## src/fan_pwm_map.vh

```
// register map, field positions and timing constants of the fan pwm output stage
`ifndef FAN_PWM_MAP_VH
`define FAN_PWM_MAP_VH

// ============================================================
// register indices (byte address is four times the index)
`define RT_CLAMP_IDX    8'h5b
`define PWM_CFG_IDX     8'h60
`define PWM_STAT_IDX    8'h61
`define ADR_HI_ZERO     2'b00

// ============================================================
// fields and reset values
`define CLAMP_BIT       7
`define CLAMP_RST       1'b0
`define FSEL_MSB        3
`define FSEL_RST        4'ha
`define DUTY_RST        8'h00
`define STAT_CLAMP_BIT  0
`define STAT_ODUTY_LSB  8
`define STAT_RDUTY_LSB  16
`define STAT_CDUTY_LSB  24

// ============================================================
// clock rates and timing
`define SYS_KHZ         15'd20000
`define REF_KHZ         15'd14318
`define DUTY_CLK_KHZ    8'd90
`define DIV_90K         8'd159
`define CLAMP_MS        2000
`define CLAMP_CYC_W     26

// ============================================================
// pwm periods in reference-clock ticks, low then high frequencies
`define PER_W           21
`define PER_11_0HZ      21'd1301636
`define PER_14_6HZ      21'd980685
`define PER_21_9HZ      21'd653790
`define PER_29_3HZ      21'd488669
`define PER_35_2HZ      21'd406761
`define PER_44_0HZ      21'd325409
`define PER_58_6HZ      21'd244334
`define PER_87_7HZ      21'd163261
`define PER_15KHZ       21'd955
`define PER_20KHZ       21'd716
`define PER_25KHZ       21'd573
`define PER_30KHZ       21'd477

`endif

```

## src/fan_pwm_output_stage.v

```verilog
// fan pwm output stage: reference divider, duty latching, power-on clamp, wishbone registers
//
// Design decision made here: the Wishbone register port.
`timescale 1ns/10ps
`default_nettype none
`include "fan_pwm_map.vh"

// Notes on behaviour
// pin duty changes only at a pwm rising edge, taking the ramping duty then
// calculated, ramping and output duty registers each update on the 90 kHz tick
// after main power-on reset the pin is held low for zero or two seconds
// clamp select bit lives in battery-backed storage, unaffected by main reset
// clamp select is bit 7 of the runtime register at index 5Bh
// select bit 1 means no delay; 0, the default, means a two second delay
// software uses tach mode 1 only when driving a tach fan at high frequency
// eight low frequencies from 11.0 Hz up to 87.7 Hz
// four high frequencies: 15, 20, 25 and 30 kHz
// all pwm frequencies are divided down from the 14.318 MHz reference
// a four-bit select field chooses the output frequency
// out of reset the select field chooses 25 kHz
// select codes map to periods through a lookup table of divider values
module fan_pwm_output_stage
#(
  parameter CLAMP_CYCLES = `CLAMP_MS * `SYS_KHZ
)
(
  // clock and resets
  input  wire        sys_clk_i,
  input  wire        rst_i,
  input  wire        vbat_rst_i,
  // wishbone slave
  input  wire        wb_cyc_i,
  input  wire        wb_stb_i,
  input  wire        wb_we_i,
  input  wire [11:0] wb_adr_i,
  input  wire [3:0]  wb_sel_i,
  input  wire [31:0] wb_dat_i,
  output reg  [31:0] wb_dat_o,
  output reg         wb_ack_o,
  // duty values from the ramp block
  input  wire [7:0]  calc_duty_i,
  input  wire [7:0]  ramp_duty_i,
  // fan pin
  output reg         pwm_o
);

  // ==========================================================
  // state machine codes
  localparam [1:0] ST_CLAMP = 2'b01;
  localparam [1:0] ST_RUN   = 2'b10;

  // ==========================================================
  // declarations
  reg  [14:0]             ref_acc;
  reg  [15:0]             next_ref_acc;
  reg                     ref_tick;
  reg  [7:0]              div90;
  reg                     tick90;
  reg                     clamp_sel;
  reg  [3:0]              freq_sel;
  reg  [7:0]              calc_duty;
  reg  [7:0]              ramp_duty;
  reg  [7:0]              out_duty;
  reg                     latch_pend;
  reg  [`PER_W-1:0]       period;
  reg  [`PER_W-1:0]       phase;
  reg  [`PER_W-1:0]       high_len;
  reg  [`PER_W-1:0]       next_period;
  wire [`PER_W+7:0]       duty_prod;
  wire                    wrap;
  reg  [1:0]              state;
  reg  [`CLAMP_CYC_W-1:0] clamp_cnt;
  wire                    clamp_on;
  wire                    bus_req;
  wire                    bus_wr;
  wire                    hit_rt;
  wire                    hit_cfg;
  wire                    hit_stat;
  reg  [31:0]             next_rdata;

  // ==========================================================
  // reference clock: 14.318 MHz tick built from the 20 MHz clock
  always @*
  begin
    next_ref_acc = {1'b0, ref_acc} + {1'b0, `REF_KHZ};
  end

  // fractional divide to reference rate
  always @(posedge sys_clk_i)
  begin
    if (rst_i)
    begin
      ref_acc  <= 15'h0000;
      ref_tick <= 1'b0;
    end
    else if (next_ref_acc >= {1'b0, `SYS_KHZ})
    begin
      ref_acc  <= next_ref_acc[14:0] - `SYS_KHZ;
      ref_tick <= 1'b1;
    end
    else
    begin
      ref_acc  <= next_ref_acc[14:0];
      ref_tick <= 1'b0;
    end
  end

  // ==========================================================
  // 90 kHz duty clock tick from the reference
  // duty logic clock divider
  always @(posedge sys_clk_i)
  begin
    if (rst_i)
    begin
      div90  <= 8'h00;
      tick90 <= 1'b0;
    end
    else if (ref_tick && div90 == `DIV_90K - 8'h01)
    begin
      div90  <= 8'h00;
      tick90 <= 1'b1;
    end
    else
    begin
      tick90 <= 1'b0;
      if (ref_tick)
        div90 <= div90 + 8'h01;
    end
  end

  // ==========================================================
  // duty registers
  // calculated and ramping duty sampled on the 90 kHz tick
  always @(posedge sys_clk_i)
  begin
    if (rst_i)
    begin
      calc_duty <= `DUTY_RST;
      ramp_duty <= `DUTY_RST;
    end
    else if (tick90)
    begin
      calc_duty <= calc_duty_i;
      ramp_duty <= ramp_duty_i;
    end
  end

  // status copy of the pin duty, latched on the duty tick after an edge
  always @(posedge sys_clk_i)
  begin
    if (rst_i)
    begin
      out_duty   <= `DUTY_RST;
      latch_pend <= 1'b0;
    end
    else
    begin
      if (tick90 && latch_pend)
        out_duty <= ramp_duty;
      // a new rising edge in the latching cycle keeps the request
      if (wrap)
        latch_pend <= 1'b1;
      else if (tick90)
        latch_pend <= 1'b0;
    end
  end

  // ==========================================================
  // frequency lookup
  // select code to period table
  always @*
  begin
    case (freq_sel)
      // low frequencies
      4'h0:    next_period = `PER_11_0HZ;
      4'h1:    next_period = `PER_14_6HZ;
      4'h2:    next_period = `PER_21_9HZ;
      4'h3:    next_period = `PER_29_3HZ;
      4'h4:    next_period = `PER_35_2HZ;
      4'h5:    next_period = `PER_44_0HZ;
      4'h6:    next_period = `PER_58_6HZ;
      4'h7:    next_period = `PER_87_7HZ;
      // high frequencies
      4'h8:    next_period = `PER_15KHZ;
      4'h9:    next_period = `PER_20KHZ;
      4'ha:    next_period = `PER_25KHZ;
      4'hb:    next_period = `PER_30KHZ;
      default: next_period = `PER_25KHZ;
    endcase
  end

  // ==========================================================
  // pwm period counter and compare
  assign wrap      = ref_tick && (phase == period - {{(`PER_W-1){1'b0}}, 1'b1});
  assign duty_prod = next_period * ramp_duty;

  // period counts reference ticks; select applies at period end
  always @(posedge sys_clk_i)
  begin
    if (rst_i)
    begin
      phase    <= {`PER_W{1'b0}};
      period   <= `PER_25KHZ;
      high_len <= {`PER_W{1'b0}};
    end
    else
    begin
      if (wrap)
      begin
        phase    <= {`PER_W{1'b0}};
        period   <= next_period;
        // pin duty taken from the ramping duty at the rising edge
        high_len <= duty_prod[`PER_W+7:8];
      end
      else if (ref_tick)
        phase <= phase + {{(`PER_W-1){1'b0}}, 1'b1};
    end
  end

  // ==========================================================
  // power-on clamp
  assign clamp_on = (state == ST_CLAMP);

  // hold low after main reset
  always @(posedge sys_clk_i)
  begin
    if (rst_i)
    begin
      state     <= ST_CLAMP;
      clamp_cnt <= {`CLAMP_CYC_W{1'b0}};
    end
    else
    begin
      case (state)
        ST_CLAMP:
        begin
          // bypass bit 1 skips the delay
          if (clamp_sel || clamp_cnt == CLAMP_CYCLES[`CLAMP_CYC_W-1:0] - 1'b1)
            state <= ST_RUN;
          clamp_cnt <= clamp_cnt + {{(`CLAMP_CYC_W-1){1'b0}}, 1'b1};
        end
        ST_RUN:
          state <= ST_RUN;
        default:
          state <= ST_CLAMP;
      endcase
    end
  end

  // pin drive
  // high time fixed for the whole period, so no extra rising edge
  always @(posedge sys_clk_i)
  begin
    if (rst_i)
      pwm_o <= 1'b0;
    else
      pwm_o <= !clamp_on && (phase < high_len);
  end

  // ==========================================================
  // wishbone register file
  assign bus_req  = wb_cyc_i && wb_stb_i && !wb_ack_o;
  // write lands at the edge where the master samples ack
  assign bus_wr   = wb_cyc_i && wb_stb_i && wb_we_i && wb_ack_o && wb_sel_i[0];
  // runtime register index decode
  assign hit_rt   = wb_adr_i[11:2] == {`ADR_HI_ZERO, `RT_CLAMP_IDX};
  assign hit_cfg  = wb_adr_i[11:2] == {`ADR_HI_ZERO, `PWM_CFG_IDX};
  assign hit_stat = wb_adr_i[11:2] == {`ADR_HI_ZERO, `PWM_STAT_IDX};

  // battery-side storage, cleared only by the battery reset
  always @(posedge sys_clk_i)
  begin
    if (vbat_rst_i)
      clamp_sel <= `CLAMP_RST;
    // bit 7 of the runtime register
    else if (bus_wr && hit_rt)
      clamp_sel <= wb_dat_i[`CLAMP_BIT];
  end

  // four-bit frequency select
  always @(posedge sys_clk_i)
  begin
    if (rst_i)
      // 25 kHz out of reset
      freq_sel <= `FSEL_RST;
    else if (bus_wr && hit_cfg)
      freq_sel <= wb_dat_i[`FSEL_MSB:0];
  end

  always @*
  begin
    next_rdata = 32'h0000_0000;
    if (hit_rt)
      next_rdata[`CLAMP_BIT] = clamp_sel;
    else if (hit_cfg)
      next_rdata[`FSEL_MSB:0] = freq_sel;
    else if (hit_stat)
    begin
      next_rdata[`STAT_CLAMP_BIT]                    = clamp_on;
      next_rdata[`STAT_ODUTY_LSB+7:`STAT_ODUTY_LSB] = out_duty;
      next_rdata[`STAT_RDUTY_LSB+7:`STAT_RDUTY_LSB] = ramp_duty;
      next_rdata[`STAT_CDUTY_LSB+7:`STAT_CDUTY_LSB] = calc_duty;
    end
  end

  // one wait state: ack and data one edge after the request
  always @(posedge sys_clk_i)
  begin
    if (rst_i)
    begin
      wb_ack_o <= 1'b0;
      wb_dat_o <= 32'h0000_0000;
    end
    else
    begin
      wb_ack_o <= bus_req;
      if (bus_req && !wb_we_i)
        wb_dat_o <= next_rdata;
    end
  end

endmodule // fan_pwm_output_stage
`default_nettype wire

```

## config.mk

```make
export PLATFORM = sky130hd
export DESIGN_NAME = fan_pwm_output_stage
export DESIGN_NICKNAME = d
export VERILOG_FILES = /design/src/fan_pwm_output_stage.v
export VERILOG_INCLUDE_DIRS = /design/src
export SDC_FILE = /design/constraint.sdc
export NUM_CORES = 1
export LEC_CHECK = 0
export BUFFER_PORTS_ARGS = -buffer_cell sky130_fd_sc_hd__buf_2
export CAP_MARGIN = 5
export CORE_ASPECT_RATIO = 1.2
export CORE_UTILIZATION = 62
export DETAILED_ROUTE_END_ITERATION = 6
export PLACE_DENSITY = 0.86
export SLEW_MARGIN = 10
export SYNTH_ARGS = -nofsm -noshare
export SYNTH_HDL_FRONTEND = slang
export SYNTH_SLANG_ARGS = --single-unit
```

## constraint.sdc

```tcl
create_clock -name sys_clk_i -period 7.1 [get_ports sys_clk_i]
set_input_delay 0.71 -clock sys_clk_i [delete_from_list [all_inputs] [get_ports sys_clk_i]]
set_output_delay 0.71 -clock sys_clk_i [all_outputs]
set_load 0.01 [all_outputs]
```

==> out/results.txt, run 1 <==
The flow ran to the end, and the final reports show no timing, DRC or antenna violations. Along the worst hold path, the cell count comes to 2. The normalized max-slew margin is 30.8%, and the number of vias per cell after detailed routing is 5.73. The path class of the tightest hold or removal check is input port to flip-flop. In this run the worst path has a maximum fanout of 24. Setup violations remaining at the end of the flow were counted as 0.

The register area share after synthesis is 28.3%. The worst register-to-register path ends at high_len[20]. OpenSTA, run right after detailed placement, puts the worst setup slack at 1.13 ns. Synthesis instantiated 65 different standard cells from the library.

The power density over cell area was 174 mW/mm². The tools report the critical path data required time as 7.43 ns. In this run the most critical hold path is launched from vbat_rst_i.

The logs give 83 for the pin count of the biggest net entering global routing and 0.165 GHz for the fmax. IR analysis of the VDD net gives a maximum drop of 0.165 mV. The first TritonRoute pass finished after 5 iterations.

Counting I/O delays and the setup requirement, the final critical path takes 6.08 ns. Synthesis handed over a netlist of 1588 instances. In this run switching power makes up 30.2% of total power. Buffers inserted to repair hold after CTS numbered 0.

The logs give 0 for the final count of hold timing violations and 0.0219 mm² for the area inside the core boundary. The floorplan step defined a die boundary enclosing 0.0231 mm². The root buffer cell was sky130_fd_sc_hd__clkbuf_16.

For the worst setup path, the data arrival time is 6.41 ns. In the final design database the tool counted 1881 nets. The critical path in this run is classified as flip-flop to flip-flop.

The number of max-slew violations in the final report came out at 0. After detailed routing, the average wire length per cell comes to 16.0 µm. Measured along the x axis, the die boundary spans 139 µm. Global routing consumed, over all layers together, 27.4% of the routing resources. The H-tree was split into 4 levels. The type of element capturing the critical path is a flip-flop.

In the final layout, flip-flops and latches occupy 0.00394 mm². The run gives 2 as the maximum root-to-sink buffer count. The share of total power dissipated in the clock network is 37.3%. Summed over all layers, the routed wires come to 30500 µm. The leakage dissipation was 7.11 nW; the number of storage elements in the synthesis netlist was 197.

After the first detailed-routing iteration, the DRC count stood at 640. At the pin with the least slew margin, the transition time is 1.04 ns. The logs give 63.8% for the starting density of the core and 0.0139 mm² for the post-synthesis instance area.

The number of buffers added by the clock tree synthesis step came out at 17. The clock insertion delay at the later pin of the skew report was 0.44 ns. The tools report the number of maximum-capacitance violations as 0. Combinational logic is responsible for 16.4% of the overall power. The total via count after detailed routing was 10900.

Setup repair after global routing left no endpoint under its margin. The kind of start point of the critical path is a flip-flop. Routability-driven placement finished with a final weighted congestion of 0.918. The number of diodes added for antenna fixing was 0; the residual antenna-violating net count after detailed routing was 0.

The run gives 1.83 mW as the internal cell power. The count of pins on the block boundary was 104; the share of synthesized flip-flops with an asynchronous set or reset was 0%. Row generation in the floorplan step produced 59 rows.

The floorplan step set the die height to 166 µm. The final critical-path setup slack was 1.02 ns. The fill cell instance count of the final layout was 1569; the cell depth of the worst flop-to-flop path was 17.

The tools report the number of gates given a new drive strength after cts as 0. In this run the power spent charging and discharging nets is 789 µW. Remaining routing DRC violations: 0.

Sequential cells burn 46.3% of the power. The multi-input combinational cells in the finished layout cover a total of 0.00905 mm². From synthesis to final layout, the design area changed by 7.59%.

The number of port buffers was 68. The HPWL reported at the end of detailed placement came out at 21900 µm. For the final routed database, the setup TNS stands at 0 ns. The endpoint of the worst hold-timing path is clamp_sel. The run gives 0 as the initial antenna violation count.

The final critical path takes up 85.6% of the cycle. The tree built by TritonCTS fans out to 197 sinks. The number of enable-type register cells in the synthesized netlist was 0. The most used flip-flop cell after synthesis was sky130_fd_sc_hd__dfxtp_1. TritonCTS built the clock tree. Number of global-route vias before repair: 11100. During synthesis, Yosys emitted a total of 0 warnings. Fraction of final layout cells sized beyond drive strength 1: 7.19%.

The average instance area after synthesis was 8.78 µm²; the clock input transition at the sequential cells of the worst setup and hold paths was 0.08 ns. Once the clock tree was built, the setup fixing pass inserted 0 buffers. The first global-routing pass estimated 51500 µm of wire. The final setup skew is 0.0166 ns. The worst register-to-register path begins at ramp_duty[4].

The total overflow left after global routing is 0. The worst register-to-register path has a setup slack of 1.02 ns.
==> stage by stage <==
step                instance area [µm²]  utilization, %  std cells  hold WS [ns]  total power, mW
detailed placement                14400            65.8       1869         0.448             1.66
CTS                               15000            68.6       1901         0.406             2.63
floorplan                         13900               -       1590         0.432             1.58
finish                            15000            68.6       1901         0.414             2.61
global placement                  14400            65.8       1869         0.442             1.64
global route                      15000            68.6       1901         0.405             2.74
==> Yosys cell counts, types with 10 or more instances <==
cell type | instances | share of area, %
sky130_fd_sc_hd__a21o_1 | 12 | 0.65
sky130_fd_sc_hd__a21oi_1 | 51 | 1.8
sky130_fd_sc_hd__a22oi_1 | 32 | 1.7
sky130_fd_sc_hd__and2_1 | 121 | 5.4
sky130_fd_sc_hd__and3_1 | 13 | 0.58
sky130_fd_sc_hd__clkbuf_1 | 52 | 1.4
sky130_fd_sc_hd__dfxtp_1 | 197 | 28
sky130_fd_sc_hd__fa_1 | 113 | 16
sky130_fd_sc_hd__ha_1 | 84 | 7.5
sky130_fd_sc_hd__inv_1 | 173 | 4.7
sky130_fd_sc_hd__mux2i_1 | 65 | 4.7
sky130_fd_sc_hd__nand2_1 | 134 | 3.6
sky130_fd_sc_hd__nand3_1 | 34 | 1.2
sky130_fd_sc_hd__nand4_1 | 20 | 0.90
sky130_fd_sc_hd__nor2_1 | 189 | 5.1
sky130_fd_sc_hd__nor3_1 | 17 | 0.61
sky130_fd_sc_hd__nor4_1 | 10 | 0.45
sky130_fd_sc_hd__o21ai_0 | 35 | 1.3
sky130_fd_sc_hd__or3_1 | 11 | 0.49
sky130_fd_sc_hd__xnor2_1 | 45 | 2.8
sky130_fd_sc_hd__xor2_1 | 60 | 3.8
==> state kept, by name, summed over array words and instances (netlist names) <==
| name | cells |
|---|---|
| latch_pend | 1 |
| state | 2 |
| next_period | 21 |
| high_len | 21 |
| clamp_cnt | 26 |
| ref_tick | 1 |
| ref_acc | 14 |
| wb_dat_o | 29 |
| freq_sel | 4 |
| clamp_sel | 1 |
| pwm_o | 1 |
| phase | 21 |
| calc_duty | 8 |
| period | 21 |
| tick90 | 1 |
| wb_ack_o | 1 |
| out_duty | 8 |
| div90 | 8 |
| ramp_duty | 8 |
==> worst max-delay path: stages, from the launching register on <==
cell	delay, ns
sky130_fd_sc_hd__dfxtp_1	1.01
sky130_fd_sc_hd__and2_1	0.27
sky130_fd_sc_hd__fa_1	0.42
sky130_fd_sc_hd__fa_1	0.48
sky130_fd_sc_hd__fa_1	0.54
sky130_fd_sc_hd__inv_1	0.05
sky130_fd_sc_hd__fa_1	0.52
sky130_fd_sc_hd__inv_1	0.04
sky130_fd_sc_hd__ha_1	0.33
sky130_fd_sc_hd__a211o_1	0.33
sky130_fd_sc_hd__a21oi_1	0.18
sky130_fd_sc_hd__o22ai_1	0.19
sky130_fd_sc_hd__a31oi_1	0.58
sky130_fd_sc_hd__o2111ai_1	0.29
sky130_fd_sc_hd__a21o_1	0.26
sky130_fd_sc_hd__a21oi_1	0.17
sky130_fd_sc_hd__xnor2_1	0.10
sky130_fd_sc_hd__o211a_1	0.20
==> logic make-up (layout without fill, tap and decap cells) <==
group | after synthesis | after routing | synth area share [%]
mux | 67 | 67 | 4.83
other cells | 1 | 3 | 0.0269
compound gates | 181 | 181 | 8.38
flops | 197 | 197 | 28.3
xor+xnor | 105 | 105 | 6.60
fa+ha+maj | 197 | 197 | 23.8
simple gates | 596 | 596 | 21.1
buf+inv | 244 | 281 | 6.95
==> power groups by stage <==
stage	clock, mW	combinational, mW	sequential [mW]
2_1_floorplan	0	0.360	1.22
3_3_place_gp	0	0.411	1.23
3_5_place_dp	0	0.427	1.24
4_1_cts	0.990	0.430	1.21
5_1_grt	1.03	0.484	1.22
6_report	0.975	0.429	1.21
==> metal layers <==
metal | GRT usage, % | part of all wire, % | vias up
met2 | 49.6 | 51 | 332
met5 | 0 | 0 | -
met3 | 3.60 | 5.2 | 76
met4 | 12.4 | 3.3 | 0
met1 | 32.2 | 40 | 5256
li1 | - | - | 5220
==> worst max-delay path by stage <==
| stage | start | end | slack, ns | cells after the start |
|---|---|---|---|---|
| 2_1_floorplan | ramp_duty[6] | high_len[20] | 2.08 | 18 |
| 3_3_place_gp | ramp_duty[3] | high_len[20] | 1.16 | 17 |
| 3_5_place_dp | ramp_duty[3] | high_len[20] | 1.13 | 17 |
| 4_1_cts | ramp_duty[3] | high_len[20] | 1.08 | 17 |
| 5_1_grt | ramp_duty[4] | high_len[20] | 0.73 | 17 |
| 6_report | ramp_duty[4] | high_len[20] | 1.02 | 17 |
==> layout by cell type (no fill, tap or decap), drive strengths merged, types with 4 or more instances in the layout <==
cell type / synthesis / routed
or3: 11 / 11
a22oi: 32 / 32
mux2i: 65 / 65
nand2b: 9 / 9
clkinv: 0 / 5
a21oi: 51 / 51
inv: 173 / 180
xnor2: 45 / 45
o21a: 6 / 6
nand4: 21 / 21
dfxtp: 197 / 197
nor4: 12 / 12
nor2: 189 / 189
clkbuf: 52 / 19
nand4b: 4 / 4
a31oi: 4 / 4
a2111oi: 4 / 4
nand2: 134 / 134
a211o: 4 / 4
nor3: 17 / 17
a211oi: 9 / 9
xor2: 60 / 60
nor2b: 9 / 9
a21o: 12 / 12
and3: 13 / 13
buf: 19 / 76
and4: 5 / 5
and2: 121 / 121
nand3: 34 / 34
ha: 84 / 84
fa: 113 / 113
o21ai: 36 / 36
==> cell type report <==
cell class                 instances  area share [%]
multi-input combinational       1149            60.3
sequential                       197            26.3
inverter                         173            4.33
clock buffer                      19            3.02
timing repair buffer              76            2.69
tap                              274            2.29
clock inverter                    13            1.03
Note: power is estimated with default switching activity, not from simulation.
==> run 2: changes to the inputs <==
--- a/config.mk
+++ b/config.mk
@@ -9,9 +9,9 @@
 export BUFFER_PORTS_ARGS = -buffer_cell sky130_fd_sc_hd__buf_2
 export CAP_MARGIN = 5
 export CORE_ASPECT_RATIO = 1.2
-export CORE_UTILIZATION = 62
+export CORE_UTILIZATION = 60
 export DETAILED_ROUTE_END_ITERATION = 6
-export PLACE_DENSITY = 0.86
+export PLACE_DENSITY = 0.84
 export SLEW_MARGIN = 10
 export SYNTH_ARGS = -nofsm -noshare
 export SYNTH_HDL_FRONTEND = slang
==> run 2 against run 1 <==
Hold slack worse by 0.0046 ns. Clock power up 9%. Clock-buffer cell count decreased by 2. Critical path depth is the same. Routed wire length rose by 1.5%. Maximum frequency rose by 2.4%.
==> out/results.txt, run 2 (same netlist as run 1, synthesis figures left out) <==
The global placer's final weighted congestion was 0.859 (was 0.918); the remaining routing DRC violations was 0 (unchanged). The run finished with clean final reports. The run gives 711 (was 640) as the violation count after the first detailed-route iteration. The number of port buffers was 68 (unchanged); the number of gates given a new drive strength after cts was 0 (unchanged).

The overall fraction of global-route tracks in use was 27.3% (was 27.4%); the summed area of non-filler cells in the final layout was 0.0151 mm² (was 0.0150 mm²). Final setup skew: 0.0185 ns (was 0.0166 ns). The logs give 0 (unchanged) for the final number of setup-violating endpoints and 2.71 mW (was 2.61 mW) for the final total power. The tools report the total via count after detailed routing as 11000 (was 10900). The run gives 0.46 ns (was 0.44 ns) as the clock insertion delay at the later pin of the skew report. The area inside the core boundary is 0.0226 mm² (was 0.0219 mm²), and the count of pins on the block boundary is 104 (unchanged). Number of max-slew violations in the final report: 0 (unchanged). The slew at the pin closest to its max-slew limit is 0.909 ns (was 1.04 ns). For the HPWL reported at the end of detailed placement, the log shows 22300 µm (was 21900 µm). Kind of critical path: flip-flop to flip-flop (unchanged). Cell at the slowest stage of the critical path: sky130_fd_sc_hd__dfxtp_1 (unchanged). The routed wirelength normalized by instance count works out to 15.9 µm (was 16.0 µm). The die span in x is 141 µm (was 139 µm), and the residual antenna-violating net count after detailed routing is 0 (unchanged). The layout-stage area growth over the synthesis result was 8.52% (was 7.59%); the area after detailed placement was 0.0145 mm² (was 0.0144 mm²).

The initial antenna violation count is 0 (unchanged), and the maximum net fanout on the critical path is 24 (unchanged). The fraction of final layout cells sized beyond drive strength 1 is 7.42% (was 7.19%), and the pin count of the biggest net entering global routing is 83 (unchanged). The tightest hold margin is 0.409 ns (was 0.414 ns). The largest delay contributor family on the critical path was adder cells (unchanged). Total number of clock tree sinks: 197 (unchanged).

The final critical-path required period came out at 5.94 ns (was 6.08 ns). The run gives 0 (unchanged) as the total setup buffers inserted after CTS. The tools report the total wire length after detailed routing as 30900 µm (was 30500 µm). The delay of the slowest cell on the worst path works out to 0.92 ns (was 1.01 ns). Number of buffers added by the clock tree synthesis step: 17 (unchanged). For the quantity of hold-fixing buffers added after cts, the log shows 0 (unchanged). The final clock period utilization by the worst path works out to 83.6% (was 85.6%). Number of maximum-capacitance violations: 0 (unchanged).

The library cell appearing most often on the critical path is sky130_fd_sc_hd__fa_1 (unchanged). The number of diodes added for antenna fixing was 0 (unchanged); the count of nets after finishing was 1885 (was 1881). TritonCTS built the clock tree. The power density over cell area works out to 179 mW/mm² (was 174 mW/mm²). CP cell instances: and2_1 -> fa_1 -> fa_1 -> fa_1 -> inv_1 -> fa_1 -> inv_1 -> ha_1 -> a211o_1 -> a21oi_1 -> o22ai_1 -> a31oi_1 -> o2111ai_1 -> a21o_1 -> a21oi_1 -> xnor2_1 -> o211a_1 (unchanged). Site row count: 60 (was 59). Top library cells by usage in the layout, fill and taps aside: 197 x sky130_fd_sc_hd__dfxtp_1, 189 x sky130_fd_sc_hd__nor2_1, 173 x sky130_fd_sc_hd__inv_1 (unchanged). The tools report the critical path data required time as 7.45 ns (was 7.43 ns). Root buffer cell: sky130_fd_sc_hd__clkbuf_16 (unchanged). The normalized max-slew margin came out at 39.3% (was 30.8%).

For the first-pass GRT wire length, the log shows 52200 µm (was 51500 µm). Number of vias per cell after detailed routing: 5.65 (was 5.73). The die boundary height was 169 µm (was 166 µm). The type of element capturing the critical path was a flip-flop (unchanged). The register name with the most flops was wb_dat_o (unchanged).

The final count of hold timing violations came out at 0 (unchanged). The kind of start point of the critical path was a flip-flop (unchanged). The class of the tightest hold or removal check was input port to flip-flop (unchanged). The tools report the starting density of the core as 61.7% (was 63.8%). The flip-flop count of the largest register after layout was 29 (unchanged). The commonest non-fill, non-tap cell in the layout is sky130_fd_sc_hd__dfxtp_1 (unchanged). Top flop regs: wb_dat_o (29), clamp_cnt (26) (unchanged).

The tools report the number of global-route vias before repair as 11100 (about the same). The logs give 0 (unchanged) for the aggregate global routing overflow and 0.0238 mm² (was 0.0231 mm²) for the total die area. For the data arrival time at the worst-slack endpoint, the log shows 6.29 ns (was 6.41 ns). Setup repair after global routing left no endpoint under its margin. The total negative slack for setup checks is 0 ns (unchanged), and the fmax is 0.168 GHz (was 0.165 GHz). The buffering stage count on the worst path with inverters included was 2 (unchanged); the leakage dissipation was 7.16 nW (was 7.11 nW).

The first-pass iteration count of the detailed router was 5 (unchanged); the number of H-tree branching levels was 4 (unchanged). For the maximum root-to-sink buffer count, the log shows 2 (unchanged). The worst supply voltage drop on vdd is 0.157 mV (was 0.165 mV), and the clock input transition at the sequential cells of the worst setup and hold paths is 0.09 ns (was 0.08 ns).
run 2: through the flow:
step                util (%)  instances  setup WS (ns)
finish                  66.9       1941           1.16
CTS                     66.9       1941           1.21
detailed placement      64.0       1909           1.29
global route            66.9       1941          0.926
floorplan                  -       1590           2.08
global placement        64.0       1909           1.34
run 2: layer usage:
layer  share of wire (%)  track usage (%)
met1                  42             33.7
met2                  50             47.5
met3                 5.8             4.61
met4                 2.5             10.4
met5                   0                0
run 2: worst paths after layout:
path                              startpoint           end  slack, ns  cells after the start
worst max register to register  ramp_duty[3]  high_len[20]       1.16                     17
worst max-delay path            ramp_duty[3]  high_len[20]       1.16                     17
worst min register to register   high_len[2]   high_len[2]       0.47                      2
worst min-delay path              vbat_rst_i     clamp_sel       0.41                      2
run 2: cell type report:
cell class                 count  area (µm²)
clock buffer                  17         425
clock inverter                15         238
fill                        1727        7470
inverter                     173         649
multi-input combinational   1149        9050
sequential                   197        3940
tap                          310         388
timing repair buffer          80         433
run 2: power by group:
part	switching [mW]	internal [mW]
clock network	0.554	0.507
registers	0.0570	1.16
logic	0.257	0.179
total	0.868	1.84
==> run 3: changes to the inputs <==
==> constraint.sdc (replaced) <==
create_clock -name sys_clk_i -period 5.9 [get_ports sys_clk_i]
set_input_delay 0.59 -clock sys_clk_i [delete_from_list [all_inputs] [get_ports sys_clk_i]]
set_output_delay 0.59 -clock sys_clk_i [all_outputs]
set_load 0.01 [all_outputs]
==> run 3 against run 2 <==
Global-route usage decreased by 0.24 points. Sequential cell count unchanged. Combinational power increased by 20%. Clock-buffer cell count unchanged. Maximum frequency increased by 6.2%. Routed wire length decreased by 0.52%. Cell count increased by 0.36%. Sequential share of layout area decreased by 0.099 points.
==> out/results.txt, run 3 (same netlist as run 1, synthesis figures left out) <==
The flow ran to the end, and the final reports show no timing, DRC or antenna violations. The flip-flop count of the largest register after layout works out to 29 (unchanged). Top library cells by usage in the layout, fill and taps aside: 197 x sky130_fd_sc_hd__dfxtp_1, 189 x sky130_fd_sc_hd__nor2_1, 173 x sky130_fd_sc_hd__inv_1 (unchanged). The overall fraction of global-route tracks in use is 27.0% (was 27.3%).

The pin count of the biggest net entering global routing was 79 (was 83). The number of port buffers came out at 68 (unchanged). Type of element capturing the critical path: a flip-flop (unchanged). The logs give 0.0158 ns (was 0.0185 ns) for the final setup skew and 104 (unchanged) for the count of pins on the block boundary. The clock input transition at the sequential cells of the worst setup and hold paths was 0.10 ns (was 0.09 ns); the final number of setup-violating endpoints was 0 (unchanged). The maximum net fanout on the critical path is 17 (was 24). CP cell instances: buf_4 -> and2_1 -> fa_1 -> fa_1 -> fa_1 -> inv_1 -> fa_1 -> inv_1 -> ha_1 -> inv_1 -> o21bai_1 -> a221o_1 -> a31oi_1 -> buf_4 -> o21ai_0 -> a21oi_1 -> xnor2_1 -> mux2i_1 -> nor2_1 (was and2_1 -> fa_1 -> fa_1 -> fa_1 -> inv_1 -> fa_1 -> inv_1 -> ha_1 -> a211o_1 -> a21oi_1 -> o22ai_1 -> a31oi_1 -> o2111ai_1 -> a21o_1 -> a21oi_1 -> xnor2_1 -> o211a_1). The delay of the slowest cell on the worst path works out to 0.72 ns (was 0.92 ns). The start point of the worst hold path is vbat_rst_i (unchanged). Root buffer cell: sky130_fd_sc_hd__clkbuf_16 (unchanged). The internal cell power came out at 2.22 mW (was 1.84 mW). The run gives 15.9% (was 16.1%) as the relative contribution of combinational cells to total power. The number of maximum-capacitance violations was 0 (unchanged). The fill cell instance count of the final layout is 1710 (was 1727). Kind of critical path: flip-flop to flip-flop (unchanged).

The tools report the maximum root-to-sink buffer count as 2 (unchanged). The area inside the core boundary was 0.0226 mm² (unchanged); the worst supply voltage drop on vdd was 0.199 mV (was 0.157 mV). The fraction of final layout cells sized beyond drive strength 1 works out to 7.81% (was 7.42%). The tools report the normalized max-slew margin as 44.5% (was 39.3%). The routed wirelength normalized by instance count was 15.8 µm (was 15.9 µm); the fmax was 0.179 GHz (was 0.168 GHz).

The cell at the slowest stage of the critical path is sky130_fd_sc_hd__dfxtp_1 (unchanged). The logs give 7 (was 5) for the first-pass iteration count of the detailed router and 0 (unchanged) for the aggregate global routing overflow. The power dissipated by switching net loads was 1.06 mW (was 868 µW).

The logs give 0.877 (was 0.859) for the global placer's final weighted congestion and 0.0238 mm² (unchanged) for the total die area. The count of nets after finishing is 1892 (was 1885). The number of gates given a new drive strength after cts came out at 0 (unchanged). Setup repair after global routing left no endpoint under its margin. The final critical-path required period was 5.59 ns (was 5.94 ns); the number of vias per cell after detailed routing was 5.63 (was 5.65). TritonCTS built the clock tree. The power density over cell area came out at 216 mW/mm² (was 179 mW/mm²). The tools report the kind of start point of the critical path as a flip-flop (unchanged). The run gives 0 (unchanged) as the final count of hold timing violations.

The layout-stage area growth over the synthesis result is 8.93% (was 8.52%), and the total via count after detailed routing is 11000 (about the same). The violation count after the first detailed-route iteration was 654 (was 711); the initial antenna violation count was 0 (unchanged). The start point of the critical path is ramp_duty[2] (was ramp_duty[3]). The total setup buffers inserted after CTS was 0 (unchanged); the die span in x was 141 µm (unchanged). The final clock period utilization by the worst path came out at 94.7% (was 83.6%). The register name with the most flops is wb_dat_o (unchanged).

The tools report the critical path data required time as 6.21 ns (was 7.45 ns). Start of the worst register-to-register path: ramp_duty[2] (was ramp_duty[3]). Top flop regs: wb_dat_o (29), clamp_cnt (26) (unchanged). The number of diodes added for antenna fixing is 0 (unchanged). Die boundary height: 169 µm (unchanged). The relative contribution of sequential cells to total power came out at 44.5% (was 44.8%). The total number of clock tree sinks is 197 (unchanged), and the first-pass GRT wire length is 51800 µm (was 52200 µm). The total negative slack for setup checks is 0 ns (unchanged). For the residual antenna-violating net count after detailed routing, the log shows 0 (unchanged).

The slew at the pin closest to its max-slew limit was 0.833 ns (was 0.909 ns); the power share of the clock group was 39.6% (was 39.2%). The tools report the HPWL reported at the end of detailed placement as 22200 µm (was 22300 µm). Data arrival time at the worst-slack endpoint: 5.90 ns (was 6.29 ns).

The logs give 60 (unchanged) for the site row count and 4 (unchanged) for the number of H-tree branching levels. The tools report the starting density of the core as 61.7% (unchanged). The tools report the summed area of non-filler cells in the final layout as 0.0152 mm² (was 0.0151 mm²). The tools report the leakage dissipation as 7.20 nW (was 7.16 nW).

The number of max-slew violations in the final report is 0 (unchanged). The remaining routing DRC violations was 0 (unchanged). The number of global-route vias before repair is 11100 (about the same), and the quantity of hold-fixing buffers added after cts is 0 (unchanged).

The area after detailed placement was 0.0145 mm² (about the same); the number of buffers added by the clock tree synthesis step was 17 (unchanged). Switching power share of the total: 32.3% (was 32.0%). The commonest non-fill, non-tap cell in the layout is sky130_fd_sc_hd__dfxtp_1 (unchanged). The library cell appearing most often on the critical path is sky130_fd_sc_hd__fa_1 (unchanged). The class of the tightest hold or removal check is input port to flip-flop (unchanged). The tools report the clock insertion delay at the later pin of the skew report as 0.45 ns (was 0.46 ns).

The total wire length after detailed routing came out at 30800 µm (was 30900 µm).
==> run 3: worst max-delay path, delay by kind of cell, from the launching register on <==
| family | cells | cell delay (ns) |
|---|---|---|
| adders and majority gates | 5 | 2.43 |
| AOI/OAI and AO/OA | 5 | 1.18 |
| DFF | 1 | 0.72 |
| buffers and inverters | 5 | 0.68 |
| and+or+nand+nor | 2 | 0.20 |
| muxes | 1 | 0.12 |
| xor gates and xnor gates | 1 | 0.10 |
==> run 3: metrics by stage <==
stage | power, mW | hold WS (ns) | instances | utilization [%] | worst slack [ns]
finish | 3.28 | 0.290 | 1948 | 67.2 | 0.311
global route | 3.43 | 0.274 | 1948 | 67.2 | 0.0361
CTS | 3.29 | 0.276 | 1948 | 67.2 | 0.384
detailed placement | 2.01 | 0.450 | 1916 | 64.2 | 0.444
global placement | 1.98 | 0.442 | 1916 | 64.2 | 0.489
floorplan | 1.90 | 0.432 | 1590 | - | 0.885
==> run 3: final timing paths <==
path                                     end  slack, ns  depth (start not counted)
worst min-delay path               clamp_sel       0.29                          2
worst min register to register   out_duty[7]       0.46                          2
worst max register to register  high_len[14]       0.31                         19
worst max-delay path            high_len[14]       0.31                         19
==> run 3: per-layer routing <==
layer	global-route usage (%)	share of wire [%]	vias up
met5	0	0	-
met1	32.9	41	5336
li1	-	-	5244
met2	47.7	51	335
met4	10.6	2.9	0
met3	4.24	5.5	61
==> run 3: final cells by class <==
cell class                      count  area, µm²  area share, %
Multi-Input combinational cell   1149       9050           59.6
Clock buffer                       17        425           2.80
Timing Repair Buffer               87        485           3.20
Clock inverter                     15        243           1.60
Inverter                          173        649           4.28
Sequential cell                   197       3940           26.0
Tap cell                          310        388           2.55
==> run 3: power groups by stage <==
stage / clock, mW / combinational [mW] / sequential [mW]
floorplan: 0 / 0.433 / 1.47
global placement: 0 / 0.499 / 1.48
detailed placement: 0 / 0.519 / 1.49
CTS: 1.31 / 0.522 / 1.46
global route: 1.36 / 0.598 / 1.47
finish: 1.30 / 0.523 / 1.46
